===== src/dect_pkg.sv =====
package dect_pkg;

    // ==========================================================
    // Timing
    localparam int DECT_CLK_PERIOD_NS = 10;
    localparam int DECT_TICK_PERIOD_NS = 1000;
    localparam int DECT_TICK_CYCLES = DECT_TICK_PERIOD_NS / DECT_CLK_PERIOD_NS;
    localparam logic [6:0] DECT_TICK_LAST = 7'(DECT_TICK_CYCLES - 1);

    // ==========================================================
    // Register map, byte addresses
    localparam logic [5:0] DECT_OFS_PICK = 6'h00;
    localparam logic [5:0] DECT_OFS_INC_SRC = 6'h04;
    localparam logic [5:0] DECT_OFS_INC_MODE = 6'h08;
    localparam logic [5:0] DECT_OFS_DELAY = 6'h0C;
    localparam logic [5:0] DECT_OFS_DURATION = 6'h10;
    localparam logic [5:0] DECT_OFS_START_SRC = 6'h14;
    localparam logic [5:0] DECT_OFS_START_MODE = 6'h18;
    localparam logic [5:0] DECT_OFS_CLR_SRC = 6'h1C;
    localparam logic [5:0] DECT_OFS_CLR_MODE = 6'h20;
    localparam logic [5:0] DECT_OFS_LIVE = 6'h24;
    localparam logic [5:0] DECT_OFS_STATE = 6'h28;
    localparam logic [5:0] DECT_OFS_CAPTURED = 6'h2C;
    localparam logic [5:0] DECT_OFS_IRQ_STATUS = 6'h30;
    localparam logic [5:0] DECT_OFS_IRQ_MASK = 6'h34;

    // Interrupt layout: bit 0/1 start of counter 0/1, bit 2/3 end of counter 0/1
    localparam int DECT_IRQ_START_LSB = 0;
    localparam int DECT_IRQ_END_LSB = 2;

    // Reset values
    localparam logic [31:0] DECT_RST_WORD = 32'h0000_0000;
    localparam logic [3:0] DECT_RST_IRQ = 4'h0;
    localparam int DECT_NUM_SRC = 19;

    // ==========================================================
    // Enumerations
    typedef enum logic [4:0] {
        DECT_SRC_OFF = 5'h00, DECT_SRC_TICK = 5'h01,
        DECT_SRC_LINE0 = 5'h02, DECT_SRC_LINE1 = 5'h03, DECT_SRC_LINE2 = 5'h04, DECT_SRC_LINE3 = 5'h05,
        DECT_SRC_USER0 = 5'h06, DECT_SRC_USER1 = 5'h07, DECT_SRC_USER2 = 5'h08, DECT_SRC_USER3 = 5'h09,
        DECT_SRC_C0_START = 5'h0A, DECT_SRC_C1_START = 5'h0B, DECT_SRC_C0_END = 5'h0C, DECT_SRC_C1_END = 5'h0D,
        DECT_SRC_LB0 = 5'h0E, DECT_SRC_LB1 = 5'h0F,
        DECT_SRC_EXP_START = 5'h10, DECT_SRC_EXP_END = 5'h11, DECT_SRC_FTW = 5'h12
    } dect_src_t;

    typedef enum logic [2:0] {
        DECT_ACT_LEVEL_LOW = 3'h0, DECT_ACT_LEVEL_HIGH = 3'h1, DECT_ACT_FALLING = 3'h2,
        DECT_ACT_RISING = 3'h3, DECT_ACT_ANY_EDGE = 3'h4
    } dect_act_t;

    // Gray along idle, wait, active, completed, overflow
    typedef enum logic [2:0] {
        DECT_ST_IDLE = 3'h0, DECT_ST_WAIT = 3'h1, DECT_ST_ACTIVE = 3'h3,
        DECT_ST_COMPLETED = 3'h2, DECT_ST_OVERFLOW = 3'h6
    } dect_state_e_t;

    // ==========================================================
    // Carriers
    typedef struct packed {
        logic read;
        logic write;
        logic [5:0] address;
        logic [31:0] writedata;
    } dect_avs_req_t;

    typedef struct packed {
        logic [31:0] readdata;
        logic waitrequest;
    } dect_avs_rsp_t;

    typedef struct packed {
        logic [4:0] inc_src;
        logic [2:0] inc_mode;
        logic [4:0] start_src;
        logic [2:0] start_mode;
        logic [4:0] clr_src;
        logic [2:0] clr_mode;
        logic [31:0] delay;
        logic [31:0] duration;
    } dect_cfg_t;

    typedef struct packed {
        logic [31:0] count;
        logic [31:0] captured;
        dect_state_e_t status;
    } dect_run_t;

    typedef struct packed {
        dect_avs_rsp_t rsp;
        logic pick;
        dect_cfg_t [1:0] cfg;
        dect_run_t [1:0] run;
        logic [1:0] start_evt;
        logic [1:0] end_evt;
        logic [3:0] irq_status;
        logic [3:0] irq_mask;
        logic irq;
        logic [3:0] line_s1;
        logic [3:0] line_s2;
        logic [6:0] tick_cnt;
        logic tick;
    } dect_top_state_t;

    // Sources that are already one-cycle pulses; activation mode does not apply
    function automatic logic dect_src_is_pulse(input logic [4:0] sel);
        dect_src_is_pulse = (sel == DECT_SRC_OFF) || (sel == DECT_SRC_TICK) ||
                            (sel >= DECT_SRC_C0_START && sel <= DECT_SRC_C1_END) ||
                            (sel == DECT_SRC_EXP_START) || (sel == DECT_SRC_EXP_END);
    endfunction : dect_src_is_pulse

endpackage : dect_pkg


===== src/dect_qual.sv =====
`timescale 1ns/1ps
module dect_qual (
    // Clock and reset
    input wire logic mclk_in,
    input wire logic rst_in,
    // Source
    input wire logic level_in,
    input wire logic pulse_in,
    input wire logic [2:0] mode_in,
    // Qualified firing
    output logic fire_out
);
    import dect_pkg::*;

    typedef struct packed {
        logic prev;
    } dect_qual_state_t;

    dect_qual_state_t st;
    dect_qual_state_t nx;

    always_comb begin
        nx = st;
        nx.prev = level_in;
        fire_out = 1'b0;
        if (pulse_in) begin
            fire_out = level_in;
        end else begin
            case (mode_in)
                DECT_ACT_LEVEL_LOW: fire_out = !level_in;
                DECT_ACT_LEVEL_HIGH: fire_out = level_in;
                DECT_ACT_FALLING: fire_out = st.prev && !level_in;
                DECT_ACT_RISING: fire_out = !st.prev && level_in;
                DECT_ACT_ANY_EDGE: fire_out = st.prev != level_in;
                default: fire_out = 1'b0;
            endcase
        end
    end

    always_ff @(posedge mclk_in) begin
        if (rst_in) begin
            st <= '0;
        end else begin
            st <= nx;
        end
    end

endmodule : dect_qual


===== src/dect_top.sv =====
// The implementer's own choices: register access over Avalon-MM and the register addresses.
`timescale 1ns/1ps
module dect_top (
    // Clock and reset
    input wire logic mclk_in,
    input wire logic rst_in,
    // Avalon-MM slave
    input wire dect_pkg::dect_avs_req_t avs_in,
    output dect_pkg::dect_avs_rsp_t avs_out,
    // Line pins, asynchronous
    input wire logic [3:0] line_in,
    // Camera signals, same clock
    input wire logic [3:0] user_output_in,
    input wire logic [1:0] logic_block_in,
    input wire logic exposure_start_in,
    input wire logic exposure_end_in,
    input wire logic frame_trigger_wait_in,
    // Counter events
    output logic [1:0] counter_start_out,
    output logic [1:0] counter_end_out,
    // Interrupt
    output logic irq_out
);
    import dect_pkg::*;

    dect_top_state_t st;
    dect_top_state_t nx;

    logic [DECT_NUM_SRC-1:0] src_vec;
    logic [1:0][2:0][4:0] q_sel;
    logic [1:0][2:0][2:0] q_mode;
    logic [1:0][2:0] q_fire;
    logic bus_req;
    logic bus_wr;
    logic [31:0] rd_mux;
    logic [31:0] count_inc;
    logic [3:0] irq_set;
    logic [3:0] irq_clr;

    // ==========================================================
    // Source selection
    function automatic logic src_level(input logic [DECT_NUM_SRC-1:0] vec, input logic [4:0] sel);
        src_level = 1'b0;
        if (int'(sel) < DECT_NUM_SRC) begin
            src_level = vec[sel];
        end
    endfunction : src_level

    // Events come from registers, so either counter may feed the other without a loop
    assign src_vec = {frame_trigger_wait_in, exposure_end_in, exposure_start_in, logic_block_in,
                      st.end_evt, st.start_evt, user_output_in, st.line_s2, st.tick, 1'b0};

    // ==========================================================
    // Activation qualifiers: increment, start, clear per counter
    for (genvar g = 0; g < 2; g++) begin : g_cnt
        assign q_sel[g] = {st.cfg[g].clr_src, st.cfg[g].start_src, st.cfg[g].inc_src};
        assign q_mode[g] = {st.cfg[g].clr_mode, st.cfg[g].start_mode, st.cfg[g].inc_mode};
        for (genvar k = 0; k < 3; k++) begin : g_use
            dect_qual u_qual (
                .mclk_in(mclk_in),
                .rst_in(rst_in),
                .level_in(src_level(src_vec, q_sel[g][k])),
                // Codes past the last source never fire, whatever the mode
                .pulse_in(dect_src_is_pulse(q_sel[g][k]) || (int'(q_sel[g][k]) >= DECT_NUM_SRC)),
                .mode_in(q_mode[g][k]),
                .fire_out(q_fire[g][k])
            );
        end
    end

    // ==========================================================
    // Register read mux, selected counter only
    always_comb begin
        rd_mux = DECT_RST_WORD;
        case (avs_in.address & 6'h3C)
            DECT_OFS_PICK: rd_mux = {31'h0000_0000, st.pick};
            DECT_OFS_INC_SRC: rd_mux = {27'h000_0000, st.cfg[st.pick].inc_src};
            DECT_OFS_INC_MODE: rd_mux = {29'h000_0000, st.cfg[st.pick].inc_mode};
            DECT_OFS_DELAY: rd_mux = st.cfg[st.pick].delay;
            DECT_OFS_DURATION: rd_mux = st.cfg[st.pick].duration;
            DECT_OFS_START_SRC: rd_mux = {27'h000_0000, st.cfg[st.pick].start_src};
            DECT_OFS_START_MODE: rd_mux = {29'h000_0000, st.cfg[st.pick].start_mode};
            DECT_OFS_CLR_SRC: rd_mux = {27'h000_0000, st.cfg[st.pick].clr_src};
            DECT_OFS_CLR_MODE: rd_mux = {29'h000_0000, st.cfg[st.pick].clr_mode};
            DECT_OFS_LIVE: rd_mux = st.run[st.pick].count;
            DECT_OFS_STATE: rd_mux = {29'h000_0000, st.run[st.pick].status};
            DECT_OFS_CAPTURED: rd_mux = st.run[st.pick].captured;
            DECT_OFS_IRQ_STATUS: rd_mux = {28'h000_0000, st.irq_status};
            DECT_OFS_IRQ_MASK: rd_mux = {28'h000_0000, st.irq_mask};
            default: rd_mux = DECT_RST_WORD;
        endcase
    end

    assign bus_req = avs_in.read || avs_in.write;
    // A write lands only on the edge where waitrequest is seen low
    assign bus_wr = avs_in.write && !st.rsp.waitrequest;

    // ==========================================================
    // Next state
    always_comb begin
        nx = st;
        count_inc = 32'h0000_0000;
        nx.start_evt = 2'h0;
        nx.end_evt = 2'h0;

        // Line pins pass two flip-flops before use
        nx.line_s1 = line_in;
        nx.line_s2 = st.line_s1;

        // Microsecond tick
        nx.tick = 1'b0;
        if (st.tick_cnt == DECT_TICK_LAST) begin
            nx.tick_cnt = 7'h00;
            nx.tick = 1'b1;
        end else begin
            nx.tick_cnt = st.tick_cnt + 7'h01;
        end

        // Counter sequencing
        for (int i = 0; i < 2; i++) begin
            count_inc = st.run[i].count + 32'h0000_0001;
            unique case (st.run[i].status)
                DECT_ST_IDLE: begin
                    if (st.cfg[i].inc_src != DECT_SRC_OFF) begin
                        nx.run[i].count = 32'h0000_0000;
                        nx.run[i].status = (st.cfg[i].start_src == DECT_SRC_OFF) ? DECT_ST_ACTIVE : DECT_ST_WAIT;
                    end
                end
                DECT_ST_WAIT: begin
                    if (q_fire[i][1]) begin
                        nx.run[i].count = 32'h0000_0000;
                        nx.run[i].status = DECT_ST_ACTIVE;
                    end
                end
                DECT_ST_ACTIVE: begin
                    if (q_fire[i][0]) begin
                        nx.run[i].count = count_inc;
                        if (count_inc == 32'h0000_0000) begin
                            nx.run[i].status = DECT_ST_OVERFLOW;
                        end else begin
                            if (count_inc == st.cfg[i].delay) begin
                                nx.start_evt[i] = 1'b1;
                            end
                            if (count_inc == st.cfg[i].duration) begin
                                nx.end_evt[i] = 1'b1;
                                nx.run[i].status = DECT_ST_COMPLETED;
                            end
                        end
                    end
                end
                DECT_ST_COMPLETED, DECT_ST_OVERFLOW: begin
                    // A new start rearms a finished counter
                    if (q_fire[i][1]) begin
                        nx.run[i].count = 32'h0000_0000;
                        nx.run[i].status = DECT_ST_ACTIVE;
                    end
                end
                default: nx.run[i].status = DECT_ST_IDLE;
            endcase

            // Clear beats start and increment in the same cycle
            if (q_fire[i][2] && st.run[i].status != DECT_ST_IDLE) begin
                nx.run[i].captured = st.run[i].count;
                nx.run[i].count = 32'h0000_0000;
                nx.start_evt[i] = 1'b0;
                nx.end_evt[i] = 1'b0;
                nx.run[i].status = (st.cfg[i].start_src == DECT_SRC_OFF) ? DECT_ST_ACTIVE : DECT_ST_WAIT;
            end
            if (st.cfg[i].inc_src == DECT_SRC_OFF) begin
                nx.run[i].status = DECT_ST_IDLE;
            end
        end

        // Bus: one wait cycle, then answer
        if (bus_req && st.rsp.waitrequest) begin
            nx.rsp.waitrequest = 1'b0;
            nx.rsp.readdata = avs_in.read ? rd_mux : DECT_RST_WORD;
        end else begin
            nx.rsp.waitrequest = 1'b1;
        end

        irq_clr = 4'h0;
        if (bus_wr) begin
            unique case (avs_in.address & 6'h3C)
                DECT_OFS_PICK: nx.pick = avs_in.writedata[0];
                DECT_OFS_INC_SRC: nx.cfg[st.pick].inc_src = avs_in.writedata[4:0];
                DECT_OFS_INC_MODE: nx.cfg[st.pick].inc_mode = avs_in.writedata[2:0];
                DECT_OFS_DELAY: nx.cfg[st.pick].delay = avs_in.writedata;
                DECT_OFS_DURATION: nx.cfg[st.pick].duration = avs_in.writedata;
                DECT_OFS_START_SRC: begin
                    nx.cfg[st.pick].start_src = avs_in.writedata[4:0];
                    if (avs_in.writedata[4:0] != DECT_SRC_OFF) begin
                        nx.cfg[st.pick].clr_src = DECT_SRC_OFF;
                    end
                end
                DECT_OFS_START_MODE: nx.cfg[st.pick].start_mode = avs_in.writedata[2:0];
                DECT_OFS_CLR_SRC: begin
                    nx.cfg[st.pick].clr_src = avs_in.writedata[4:0];
                    if (avs_in.writedata[4:0] != DECT_SRC_OFF) begin
                        nx.cfg[st.pick].start_src = DECT_SRC_OFF;
                    end
                end
                DECT_OFS_CLR_MODE: nx.cfg[st.pick].clr_mode = avs_in.writedata[2:0];
                DECT_OFS_CAPTURED: begin
                    // Hardware capture in the same cycle overrides a software write
                    if (!q_fire[st.pick][2] || st.run[st.pick].status == DECT_ST_IDLE) begin
                        nx.run[st.pick].captured = avs_in.writedata;
                    end
                end
                DECT_OFS_IRQ_STATUS: irq_clr = avs_in.writedata[3:0];
                DECT_OFS_IRQ_MASK: nx.irq_mask = avs_in.writedata[3:0];
                default: nx.irq_mask = st.irq_mask;
            endcase
        end

        // Sticky status; a new event wins over a clear in the same cycle
        irq_set = 4'h0;
        irq_set[DECT_IRQ_START_LSB +: 2] = nx.start_evt;
        irq_set[DECT_IRQ_END_LSB +: 2] = nx.end_evt;
        nx.irq_status = (st.irq_status & ~irq_clr) | irq_set;
        nx.irq = |(nx.irq_status & nx.irq_mask);
    end

    // ==========================================================
    // State register
    always_ff @(posedge mclk_in) begin
        if (rst_in) begin
            st <= '0;
            st.rsp.waitrequest <= 1'b1;
            st.irq_status <= DECT_RST_IRQ;
            st.irq_mask <= DECT_RST_IRQ;
            st.run[0].status <= DECT_ST_IDLE;
            st.run[1].status <= DECT_ST_IDLE;
        end else begin
            st <= nx;
        end
    end

    // ==========================================================
    // Outputs straight from the state register
    assign avs_out = st.rsp;
    assign counter_start_out = st.start_evt;
    assign counter_end_out = st.end_evt;
    assign irq_out = st.irq;

endmodule : dect_top


===== config.mk =====
export PLATFORM = sky130hd
export DESIGN_NAME = dect_top
export DESIGN_NICKNAME = d
export VERILOG_FILES = /design/src/dect_pkg.sv /design/src/dect_qual.sv /design/src/dect_top.sv
export SDC_FILE = /design/constraint.sdc
export NUM_CORES = 1
export LEC_CHECK = 0
export ABC_AREA = 1
export BUFFER_PORTS_ARGS = -buffer_cell sky130_fd_sc_hd__buf_4
export CAP_MARGIN = 10
export CORE_MARGIN = 3
export CORE_UTILIZATION = 30
export CTS_BUF_LIST = sky130_fd_sc_hd__clkbuf_16
export CTS_CLUSTER_DIAMETER = 120
export DETAILED_ROUTE_END_ITERATION = 10
export PLACE_DENSITY = 0.52
export SETUP_SLACK_MARGIN = 0.1
export SLEW_MARGIN = 5
export SYNTH_ARGS = -nofsm -noshare
export SYNTH_HDL_FRONTEND = slang
export SYNTH_SLANG_ARGS = --single-unit
export TNS_END_PERCENT = 1

===== constraint.sdc =====
create_clock -name mclk_in -period 3.2 [get_ports mclk_in]
set_input_delay 0 -clock mclk_in [delete_from_list [all_inputs] [get_ports mclk_in]]
set_output_delay 0 -clock mclk_in [all_outputs]
set_load 0.02 [all_outputs]

After elaboration in Yosys (flattened, before gate mapping)
Index checks and enable logic that the tools add are counted.

cells by class
  add/subtract/negate cells = 3
  order comparisons = 32
  equality and inequality tests = 74
  muxes and demuxes = 125
  bitwise gates (word level) = 4
  reductions and logical operators = 99

operators with widths
  cell                     number
  $bwmux W176              10
  $pmux W176 S8            1
  $demux W88 S1            8
  $pmux W32 S14            1
  $mux W134                3
  $mux W176                2
  $mux W67                 5
  $mux W88                 3
  $mux W32                 8
  $pmux W32 S3             2
  $bwmux W134              1
  $eq A32 B32 Y1           4
  $mux W83                 1
  $mux W80                 1
  $mux W75                 1
  $mux W72                 1
  $demux W67 S1            1
  $add A32 B1 Y32 const B  2
  $logic_not A32 Y1        2
  $mux W64                 1
  $eq A5 B5 Y1 const B     12
  $eq A3 B2 Y1 const B     16
  $mux W3                  14
  $mux W1                  40
  other kinds (39)         197

storage, ports and cells
  flip-flop bits (word level) = 379
  output and inout bits = 38

Logic depth before layout (Yosys ltp)
Gate-level depths: netlist of the first run.

  depth after elaboration = 15
  gate-level depth with buffers = 27
  gate-level depth less buffers = 26

Hierarchy
A second synthesis of the first run with hierarchy kept.

unflattened totals
  cell total of the unflattened synthesis = 4029
  area, all modules = 24967.7 um2

modules (own cells, without submodules)
  module     times used  cells an instance  area an instance (um2)  sequential area each (um2)
  dect_top   1           3885               24164.4                 7467.2
  dect_qual  6           24                 133.9                   20.0

Worst setup path after synthesis of the first run
No wires, ideal clock.

  path type = reg2reg
  start = reg with a tool-made name
  end = reg st[136] (netlist name)
  setup time = 0.113 ns
  arrival time = 2.645 ns
  data required time = 3.087 ns
  setup slack = 0.442 ns
  cell stages (with the launch flop) = 23
  buffers on the path = 3
  path through = dfxtp_1 > buf_6 > inv_2 > buf_6 > nand2_1 > nand3_1 > nand3_1 > nand3_1 > nand2_1 > nand2_1 > nand2_2 > ha_1 > o311ai_0 > a21oi_1 > o21ai_2 > nand2_4 > nor2_8 > inv_2 > nand2_1 > buf_2 > a21oi_1 > o21ai_1 > inv_1

RTL lines
  element               RTL line         source
  to (signal assigned)  dect_top.sv:235  st <= nx;
  to (decl)             dect_top.sv:26   dect_top_state_t st;

Worst setup path in the final report of the first run
  start = reg st, in the netlist counter_end_out[1]
  end = reg st[34] (netlist name)

between the ends
  cells in the longest elaborated chain, start to end = 14

RTL lines
  element                                        RTL line                          source
  $bmux W1 S5 *                                  dect_top.sv:45                    src_level = vec[sel];
  $mux W1 (not written as such) *                dect_top.sv:45
  $mux W1 *                                      dect_top.sv:44                    if (int'(sel) < DECT_NUM_SRC) begin
  net g_cnt[1].g_use[2].u_qual.level_in          dect_qual.sv:7                    input wire logic level_in,
  $logic_not A1 Y1                               dect_qual.sv:30, dect_qual.sv:32
  $logic_and A1 B1 Y1                            dect_qual.sv:32                   DECT_ACT_FALLING: fire_out = st.prev && !level_in;
  $pmux W1 S5                                    dect_qual.sv:29                   case (mode_in)
  $mux W1 *                                      dect_qual.sv:26                   if (pulse_in) begin
  $mux W3 (not written as such) * (2 in series)  dect_top.sv:206                   if (!q_fire[st.pick][2] || st.run[st.pick].status == DECT_ST_IDLE) begin
  $logic_not A1 Y1 *                             dect_top.sv:206
  $logic_or A1 B1 Y1 *                           dect_top.sv:206
  $mux W134 *                                    dect_top.sv:206
  $mux W134 *                                    dect_top.sv:184                   unique case (avs_in.address & 6'h3C)
  $mux W134 *                                    dect_top.sv:183                   if (bus_wr) begin

The timed path passes the listed nets; every way through them passes the cells marked *. The select of a mux whose other input is x is not followed.
A chain may end at the register's enable or synchronous reset.

==> results.rst, run 1 <==
.. list-table::
   :header-rows: 1

   * - Metric
     - Value
   * - Seq cells post-synth
     - around 380
   * - Peak supply drop
     - between 0.3 and 0.4 mV
   * - Maximum fanout count along the critical path
     - 8
   * - Most area-hungry cell type in the Yosys netlist
     - sky130_fd_sc_hd__dfxtp_1
   * - Synthesized netlist cell count
     - about 4400
   * - Setup slack on the worst flop-to-flop path
     - 0.19 ns
   * - Source of the critical timing path
     - counter_end_out[1]
   * - Clock Sink Count
     - between 300 and 400
   * - Post-synth ARST share
     - 0%
   * - Floorplan die area
     - 0.0933 mm²
   * - Slew Viols, Final
     - 0
   * - Worst Hold Endpoint
     - g_cnt[1].g_use[0].u_qual.st
   * - Initial Utilization
     - between 30% and 40%
   * - Min Clock Period, post-route
     - approximately 3 ns
   * - Crit path required time
     - ~3.7 ns
   * - Iteration-0 DRC count of the detailed router
     - approximately 3400
   * - Number of buffers inserted during clock tree synthesis
     - 49
   * - CP Cell Sequence
     - nand2_1 -> nand2_1 -> nand2_1 -> nand3_1 -> nand3_1 -> nand2_1 -> nand2_1 -> nand2_2 -> inv_2 -> ha_1 -> nand4_1 -> o311ai_4 -> nor2_1 -> nand2_1 -> nand2_1 -> nand2_2 -> nand2_4 -> nand2_2 -> nand3_4 -> nand4_4 -> buf_12 -> clkbuf_16 -> o21ai_2 -> nor2_1
   * - Utilization after layout
     - 36.0%
   * - Post-Synth Adder-Cell Area
     - less than 1%
   * - Nature of the critical path endpoint
     - flip-flop
   * - Critical Path Most Common Cell
     - sky130_fd_sc_hd__nand2_1
   * - Unrepaired setup endpoints after global routing
     - yes
   * - Compound-cell area share of the yosys netlist
     - between 20% and 30%
   * - Finished Layout Cells
     - roughly 5700
   * - Clock transition at path regs
     - 0.06 ns
   * - Chip height
     - between 300 and 400 µm
   * - Arrival time at the worst endpoint
     - 3.47 ns
   * - Post-synthesis to final-layout area growth
     - 18.7%
   * - Count of input and output buffers
     - 90
   * - Leakage power total
     - about 13 nW
   * - Critical R2R Capture
     - st[34]
   * - Number of nets at the end of the flow
     - 4580
   * - Result of the run
     - complete, no violations
   * - Kind of path behind the tightest hold check
     - input port to flip-flop
   * - Dominant combinational cell family by area after synthesis
     - simple AND/OR/NAND/NOR gates
   * - Source of the worst register-to-register timing path
     - counter_end_out[1]
   * - Worst-Skew Late Latency
     - between 0.6 and 0.7 ns
   * - Count of pins on the block boundary
     - 93
   * - TritonCTS clock tree
     - done
   * - Net count after synthesis
     - 4475
   * - Ratio of cells with drive above 1 in the final layout
     - between 10% and 20%
   * - Post-route DRC
     - 0
   * - Final routed wire length divided by cell count
     - 21.3 µm
   * - CP max stage delay
     - ~0.53 ns
   * - Number of vias after detailed routing
     - between 30000 and 40000
   * - Global-route wire length before repair
     - between 150000 and 200000 µm
   * - CTS Root Buffer Type
     - sky130_fd_sc_hd__clkbuf_16
   * - Number of filler instances in the final layout
     - roughly 10000
   * - Width of the die
     - just over 300 µm
   * - Routed Wire Length
     - between 100000 and 150000 µm
   * - Final setup skew
     - about 0.037 ns
   * - Yosys synthesis warning count
     - 0
   * - Mean number of vias per cell
     - 5.50
   * - Antenna diodes
     - 0
   * - Core box area
     - 0.0886 mm²
   * - Vias in the first global route
     - between 20000 and 30000
   * - Xor/xnor cell area share of the yosys netlist
     - between 1 and 1.5%
   * - Multiplexer area fraction after synthesis
     - 0%
   * - Maximum count of clock buffers along a single path
     - 3
   * - Area of the multi-input gates
     - between 0.015 and 0.02 mm²
   * - Post-route clock period utilization
     - between 90 and 100%
   * - Share of synthesized area occupied by flip-flops and latches
     - 28.2%
   * - Kind of launch point of the worst setup path
     - flip-flop
   * - Max cap viols
     - 0
   * - Highest Clock Rate
     - 333 MHz
   * - Source of the worst hold timing path
     - exposure_end_in
   * - Setup Crit Path Kind
     - flip-flop to flip-flop
   * - Number of enable-type register cells in the synthesized netlist
     - 0
   * - Number of distinct library cells after synthesis
     - slightly below 60
   * - Antenna violations before repair
     - 0
   * - Cell area power density
     - 345 mW/mm²
   * - Pin slew with the least headroom to its limit
     - between 1 and 1.5 ns
   * - Mapped Avg Cell Area
     - about 6.1 µm²
   * - Setup Viol. Count Final
     - 0
   * - Leading register cell type out of synthesis
     - sky130_fd_sc_hd__dfxtp_1
   * - Area fraction in and, or, nand and nor cells after synthesis
     - 33.5%
   * - Top-area cell type share of the netlist area
     - between 20 and 30%
   * - First-pass DRT Iterations
     - 5
   * - Final-report hold violation count
     - 0
   * - Post-Synthesis Cell Area
     - between 0.02 and 0.03 mm²
   * - Number of cells on the worst reg-to-reg path
     - 24
   * - Antenna Nets Post-Route
     - 0
   * - Number of instances in the placed design
     - ~5600
   * - Worst rel slew slack
     - about 24%
   * - Global placer's final weighted congestion
     - about 0.97
   * - Number of H-tree levels
     - 2
   * - GRT Total Usage
     - approximately 24%
   * - Congestion Overflow GR
     - 0
   * - Largest net degree at the start of global routing
     - ~190
   * - FF/Latch Area
     - 0.00762 mm²
   * - HPWL Detailed
     - ~86000 µm
   * - Row count
     - between 100 and 150
   * - Leading cell types by total area after synthesis
     - sky130_fd_sc_hd__dfxtp_1 28%, sky130_fd_sc_hd__nand2_1 16%, sky130_fd_sc_hd__nor2_1 7.4%
   * - Worst hold path stage count
     - 7
   * - Critical Path Slowest Stage Cell
     - sky130_fd_sc_hd__dfxtp_1
-- report_power, final --
group | internal [mW] | switching (mW)
clock network | 3.15 | 2.41
logic | 0.202 | 0.517
registers | 4.73 | 0.0153
-- stage by stage --
step	setup TNS, ns	power (mW)	hold WS (ns)	setup slack [ns]	instance area [µm²]
3_3_place_gp	0	5.51	0.205	0.0110	29400
5_1_grt	-0.0595	11.3	0.0555	-0.0111	31900
3_5_place_dp	0	5.50	0.212	0.0521	29400
2_1_floorplan	0	5.19	0.107	0.442	26900
6_report	0	11.0	0.0158	0.194	31900
4_1_cts	0	11.1	0.00126	0.0517	31400
-- routing by layer --
metal,routed length (µm),global-route usage [%]
met5,0,0
met4,4360,8.48
met3,9450,3.37
met2,55000,40.0
met1,52900,32.8
-- worst max-delay path, delay by kind of cell, from the launching register on --
kind | cells | cell delay, ns
AO/OA/AOI/OAI | 2 | 0.22
adder cells (fa/ha/maj) | 1 | 0.18
buffers and inverters | 3 | 0.43
flip-flops | 1 | 0.53
AND/OR/NAND/NOR | 18 | 1.50
-- synthesized netlist by cell type (24+ instances only) --
| cell type | n |
|---|---|
| sky130_fd_sc_hd__o21ai_1 | 117 |
| sky130_fd_sc_hd__xor2_1 | 29 |
| sky130_fd_sc_hd__buf_4 | 57 |
| sky130_fd_sc_hd__inv_2 | 27 |
| sky130_fd_sc_hd__nor2_1 | 533 |
| sky130_fd_sc_hd__inv_1 | 399 |
| sky130_fd_sc_hd__a31oi_1 | 99 |
| sky130_fd_sc_hd__buf_2 | 77 |
| sky130_fd_sc_hd__o211ai_1 | 24 |
| sky130_fd_sc_hd__a22oi_1 | 24 |
| sky130_fd_sc_hd__nor3_1 | 59 |
| sky130_fd_sc_hd__o21ai_0 | 229 |
| sky130_fd_sc_hd__a21oi_1 | 318 |
| sky130_fd_sc_hd__a32oi_1 | 46 |
| sky130_fd_sc_hd__a221oi_1 | 88 |
| sky130_fd_sc_hd__o22ai_1 | 24 |
| sky130_fd_sc_hd__dfxtp_1 | 379 |
| sky130_fd_sc_hd__nand2_1 | 1139 |
| sky130_fd_sc_hd__clkbuf_1 | 154 |
| sky130_fd_sc_hd__o221ai_1 | 30 |
| sky130_fd_sc_hd__nand3_1 | 304 |
| sky130_fd_sc_hd__nand4_1 | 37 |
-- cells by family after synthesis --
group | count (synthesis)
adders and majority gates | 17
DFF | 379
AOI/OAI and AO/OA | 1066
and+or+nand+nor | 2152
xor gates and xnor gates | 35
buffers and inverters | 754
-- repair_timing --
action,in CTS,in global routing
pin swaps,0,25
hold buffers,47,0
hold endpoints to repair,229,0
setup endpoints to repair,78,143
resized for setup,2,74
buffers inserted,0,11
cloned,0,11
-- worst max path at each step --
stage / to / slack, ns
2_1_floorplan: st[136] / 0.44
3_3_place_gp: counter_start_out[1] / 0.01
3_5_place_dp: counter_start_out[1] / 0.05
4_1_cts: counter_start_out[1] / 0.05
5_1_grt: st[48] / -0.01
6_report: st[34] / 0.19
-- placed cells by master, fill, tap and decap left out, types with 15 or more instances in the layout --
cell type and instances:
sky130_fd_sc_hd__nand2_1 1124, sky130_fd_sc_hd__nor2_1 517, sky130_fd_sc_hd__inv_1 404, sky130_fd_sc_hd__dfxtp_1 361, sky130_fd_sc_hd__a21oi_1 318, sky130_fd_sc_hd__nand3_1 302
sky130_fd_sc_hd__buf_4 287, sky130_fd_sc_hd__o21ai_0 229, sky130_fd_sc_hd__o21ai_1 112, sky130_fd_sc_hd__a31oi_1 99, sky130_fd_sc_hd__a221oi_1 88, sky130_fd_sc_hd__clkbuf_16 58
sky130_fd_sc_hd__nor3_1 57, sky130_fd_sc_hd__dlygate4sd3_1 47, sky130_fd_sc_hd__a32oi_1 46, sky130_fd_sc_hd__nand4_1 37, sky130_fd_sc_hd__inv_2 31, sky130_fd_sc_hd__o221ai_1 30
sky130_fd_sc_hd__xor2_1 29, sky130_fd_sc_hd__nand2_2 27, sky130_fd_sc_hd__nor2_2 27, sky130_fd_sc_hd__nor2_4 25, sky130_fd_sc_hd__o211ai_1 24, sky130_fd_sc_hd__o22ai_1 24
sky130_fd_sc_hd__a22oi_1 24, sky130_fd_sc_hd__buf_12 23, sky130_fd_sc_hd__a211oi_1 16, sky130_fd_sc_hd__clkinv_1 15, sky130_fd_sc_hd__ha_1 15
-- area by class of cell --
class / count / area share (%)
clock buffers: 50 / 3.92
clock inverters: 37 / 0.925
inverters: 433 / 5.14
multi-input cells: 3270 / 50.9
flip-flops and latches: 379 / 23.9
well taps: 1165 / 4.56
repair buffers: 375 / 10.7
(Power assumes the default switching activity.)
==> run 2: changes to the inputs <==
- PLACE_DENSITY: 0.52 -> 0.53
- SYNTH_HIERARCHICAL: unset -> 1
==> run 2 against run 1 <==
Against the previous run: the run now ends with setup timing left; clock skew fell by 0.0051 ns; worst setup slack got worse by 0.46 ns; worst hold slack better by 0.071 ns; sequential power about the same; final area fell by 3.5%; clock power up 4.0%; sequential share of layout area increased by 0.86 points; critical endpoint is now irq_out; highest routed layer is now met5.
==> results.rst, run 2 <==
.. list-table::
   :header-rows: 1

   * - Metric
     - Value
   * - Result of the run
     - finished, violations left
   * - Failing checks
     - setup timing
   * - Kind of launch point of the worst setup path
     - flip-flop
   * - Family of cells with the greatest summed delay on the critical path
     - simple AND/OR/NAND/NOR gates
   * - Count of pins on the block boundary
     - 93 (unchanged)
   * - CTS Root Buffer Type
     - sky130_fd_sc_hd__clkbuf_16
   * - Met1 usage
     - 36.6% (+3.8 points)
   * - Crit path required time
     - 3.75 ns (+0.09 ns)
   * - Pin slew with the least headroom to its limit
     - 0.890 ns (-0.242 ns)
   * - Commonest cells post-synth
     - 1134 x sky130_fd_sc_hd__nand2_1, 458 x sky130_fd_sc_hd__inv_1, 393 x sky130_fd_sc_hd__a21oi_1
   * - Iteration-0 DRC count of the detailed router
     - 3386 (+0.30%)
   * - Final critical-path setup slack
     - -0.269 ns (-0.463 ns)
   * - Mapped Avg Cell Area
     - 6.20 µm² (+1.4%)
   * - Utilization after layout
     - 37.5% (+1.4 points)
   * - Initial Utilization
     - 30.4% (about the same)
   * - Kind of path behind the tightest hold check
     - input port to flip-flop
   * - Synthesized netlist cell count
     - 4029 (-8.5%)
   * - Critical Path Slowest Stage Cell
     - sky130_fd_sc_hd__dfxtp_4
   * - Width of the die
     - 294 µm (-3.6%)
   * - Setup slack at placement
     - -0.659 ns (-0.711 ns)
   * - Number of cells on the worst reg-to-reg path
     - 35 (+46%)
   * - Top-area cell type share of the netlist area
     - 30.4% (+2.2 points)
   * - Number of buffers inserted during clock tree synthesis
     - 47 (-4.1%)
   * - Leading register cell type out of synthesis
     - sky130_fd_sc_hd__dfxtp_1
   * - Clock transition at path regs
     - 0.07 ns (about the same)
   * - Min Clock Period, post-route
     - 3.47 ns (+0.463 ns)
   * - Slew Viols, Final
     - 0 (unchanged)
   * - HPWL Detailed
     - 93200 µm (+7.9%)
   * - Maximum count of clock buffers along a single path
     - 3 (unchanged)
   * - Global-route wire length before repair
     - 176000 µm (-1.1%)
   * - Arrival time at the worst endpoint
     - 4.02 ns (+0.55 ns)
   * - Number of H-tree levels
     - 2 (unchanged)
   * - Net count after synthesis
     - 4101 (-8.4%)
   * - Mean number of vias per cell
     - 5.51 (+0.22%)
   * - Largest net degree at the start of global routing
     - 70 (-64%)
   * - Critical R2R Capture
     - irq_out
   * - Clock Sink Count
     - 379 (unchanged)
   * - Ratio of cells with drive above 1 in the final layout
     - 14.4% (+1.9 points)
   * - Source of the worst hold timing path
     - avs_in[34]
   * - Congestion Overflow GR
     - 0 (unchanged)
   * - Number of enable-type register cells in the synthesized netlist
     - 0 (unchanged)
   * - Post-route clock period utilization
     - 108% (+14 points)
   * - Post-route DRC
     - 0 (unchanged)
   * - Vias in the first global route
     - 26800 (-7.0%)
   * - Highest Clock Rate
     - 288 MHz (-13%)
   * - Cell area power density
     - 365 mW/mm² (+5.7%)
   * - Number of distinct library cells after synthesis
     - 54 (-8.5%)
   * - Critical Path Most Common Cell
     - sky130_fd_sc_hd__nand2_1
   * - Routed Wire Length
     - 122000 µm (about the same)
   * - Most common cell after layout, fill and taps aside
     - sky130_fd_sc_hd__nand2_1
   * - Number of nets at the end of the flow
     - 4321 (-5.7%)
   * - Nature of the critical path endpoint
     - flip-flop
   * - Post-synth ARST share
     - 0% (unchanged)
   * - Final-report hold violation count
     - 0 (unchanged)
   * - Count of input and output buffers
     - 90 (unchanged)
   * - Setup tns final
     - -12.84 ns (-12.84 ns)
   * - Met2 track demand over resource
     - 42.2% (+2.2 points)
   * - Antenna violations before repair
     - 1 (+1)
   * - Antenna diodes
     - 0 (unchanged)
   * - Setup Viol. Count Final
     - 103 (+103)
   * - Max cap viols
     - 0 (unchanged)
   * - Antenna Nets Post-Route
     - 0 (unchanged)
   * - Row count
     - 105 (-3.7%)
   * - Core box area
     - 0.0822 mm² (-7.2%)
   * - Post-Synthesis Cell Area
     - 0.0250 mm² (-7.2%)
   * - Leading cell types in the layout, fill and taps excluded
     - 1125 x sky130_fd_sc_hd__nand2_1, 453 x sky130_fd_sc_hd__inv_1, 386 x sky130_fd_sc_hd__a21oi_1
   * - Share of synthesized area occupied by flip-flops and latches
     - 30.4% (+2.2 points)
   * - Final routed wire length divided by cell count
     - 22.7 µm (+6.6%)
   * - Maximum fanout count along the critical path
     - 6 (-2)
   * - Yosys synthesis warning count
     - 6 (+6)
   * - Floorplan die area
     - 0.0867 mm² (-7.0%)
   * - Number of vias after detailed routing
     - 29500 (-6.0%)
   * - First-pass DRT Iterations
     - 6 (+1)
   * - GRT met3 Usage
     - 4.43% (+1.1 points)
   * - Worst rel slew slack
     - 40.6% (+16 points)
   * - Cell with the most instances after synthesis
     - sky130_fd_sc_hd__nand2_1
   * - Post-synthesis to final-layout area growth
     - 23.4%
   * - Most heavily used metal layer in global routing
     - met2
   * - Setup slack on the worst flop-to-flop path
     - -0.27 ns (-0.46 ns)
   * - CP max stage delay
     - 0.39 ns (-0.14 ns)
   * - Leakage power total
     - 12.0 nW (-6.6%)
   * - Leading cell types by total area after synthesis
     - sky130_fd_sc_hd__dfxtp_1 30%, sky130_fd_sc_hd__nand2_1 17%, sky130_fd_sc_hd__a21oi_1 7.9%
   * - Global placer's final weighted congestion
     - 1.01 (+4.6%)
   * - Seq cells post-synth
     - 379 (unchanged)
   * - TritonCTS clock tree
     - done
   * - Worst-Skew Late Latency
     - 0.61 ns (-0.02 ns)
   * - Worst hold path stage count
     - 7 (unchanged)
   * - Most area-hungry cell type in the Yosys netlist
     - sky130_fd_sc_hd__dfxtp_1
   * - CP bufs+invs
     - 7 (+4)
   * - Chip height
     - 294 µm (-3.6%)
   * - Peak supply drop
     - 0.357 mV (+11%)
   * - Setup Crit Path Kind
     - flip-flop to flip-flop
   * - Unrepaired setup endpoints after global routing
     - yes
   * - Final setup skew
     - 0.0317 ns (-0.00509 ns)
   * - GRT Total Usage
     - 27.1% (+2.7 points)
run 2: cell families after synthesis:
kind of cell / count (synthesis) / share of synthesized area, %
simple gates: 1868 / 30.9
compound gates: 1021 / 25.0
buf+inv: 707 / 11.3
flops: 379 / 30.4
xor+xnor: 20 / 0.757
mux: 17 / 0.767
fa+ha+maj: 17 / 0.852
run 2: where the power goes:
part	switching (mW)	internal [mW]	leakage, nW
logic	0.497	0.224	8.15
clock network	2.37	3.40	0.807
registers	0.0169	4.73	3.06
run 2: per-layer routing:
layer | share of wire [%] | up-vias
met5 | 0.0090 | -
met2 | 44 | 1312
met4 | 5.0 | 2
met1 | 43 | 14000
met3 | 7.9 | 260
li1 | - | 13900
run 2: what timing repair did:
item / CTS / global route
endpoints found under the setup margin: 140 / 143
pin swaps: 21 / 47
hold endpoints to repair: 258 / 0
setup buffers: 6 / 2
gates resized for setup: 67 / 57
cloned: 0 / 0
hold buffers: 43 / 0
run 2: worst max path at each step:
stage                         start              endpoint  cells after the start
3_3_place_gp              flip-flop  counter_start_out[1]                     26
5_1_grt                   flip-flop               irq_out                     35
3_5_place_dp   counter_start_out[0]  counter_start_out[1]                     30
6_report                  flip-flop               irq_out                     35
4_1_cts                   flip-flop               irq_out                     33
2_1_floorplan             flip-flop                st[40]                     26
run 2: through the flow:
stage / hold slack [ns] / instance area [µm²] / std cells / total power [mW]
after global placement: 0.205 / 28300 / 5219 / 5.51
final: 0.0866 / 30800 / 5355 / 11.2
after floorplan: 0.0723 / 25000 / 4029 / 5.14
after CTS: 0.0431 / 30600 / 5353 / 11.3
after detailed placement: 0.211 / 28300 / 5219 / 5.51
after global routing: 0.121 / 30800 / 5355 / 11.6
run 2: final cells by class:
| type | instances | area (µm²) |
|---|---|---|
| timing repair buffer | 402 | 3510 |
| sequential | 379 | 7620 |
| clock buffer | 49 | 1230 |
| inverter | 476 | 1800 |
| clock inverter | 36 | 375 |
| fill | 9062 | 51400 |
| multi-input combinational | 2943 | 14900 |
| tap | 1070 | 1340 |
run 2: worst register-to-register path: cells and delay by family (launching register included):
kind,cells,cell delay (ns)
adders and majority gates,1,0.11
DFF,1,0.39
buffers and inverters,7,0.57
AOI/OAI and AO/OA,7,0.79
and+or+nand+nor,20,1.57
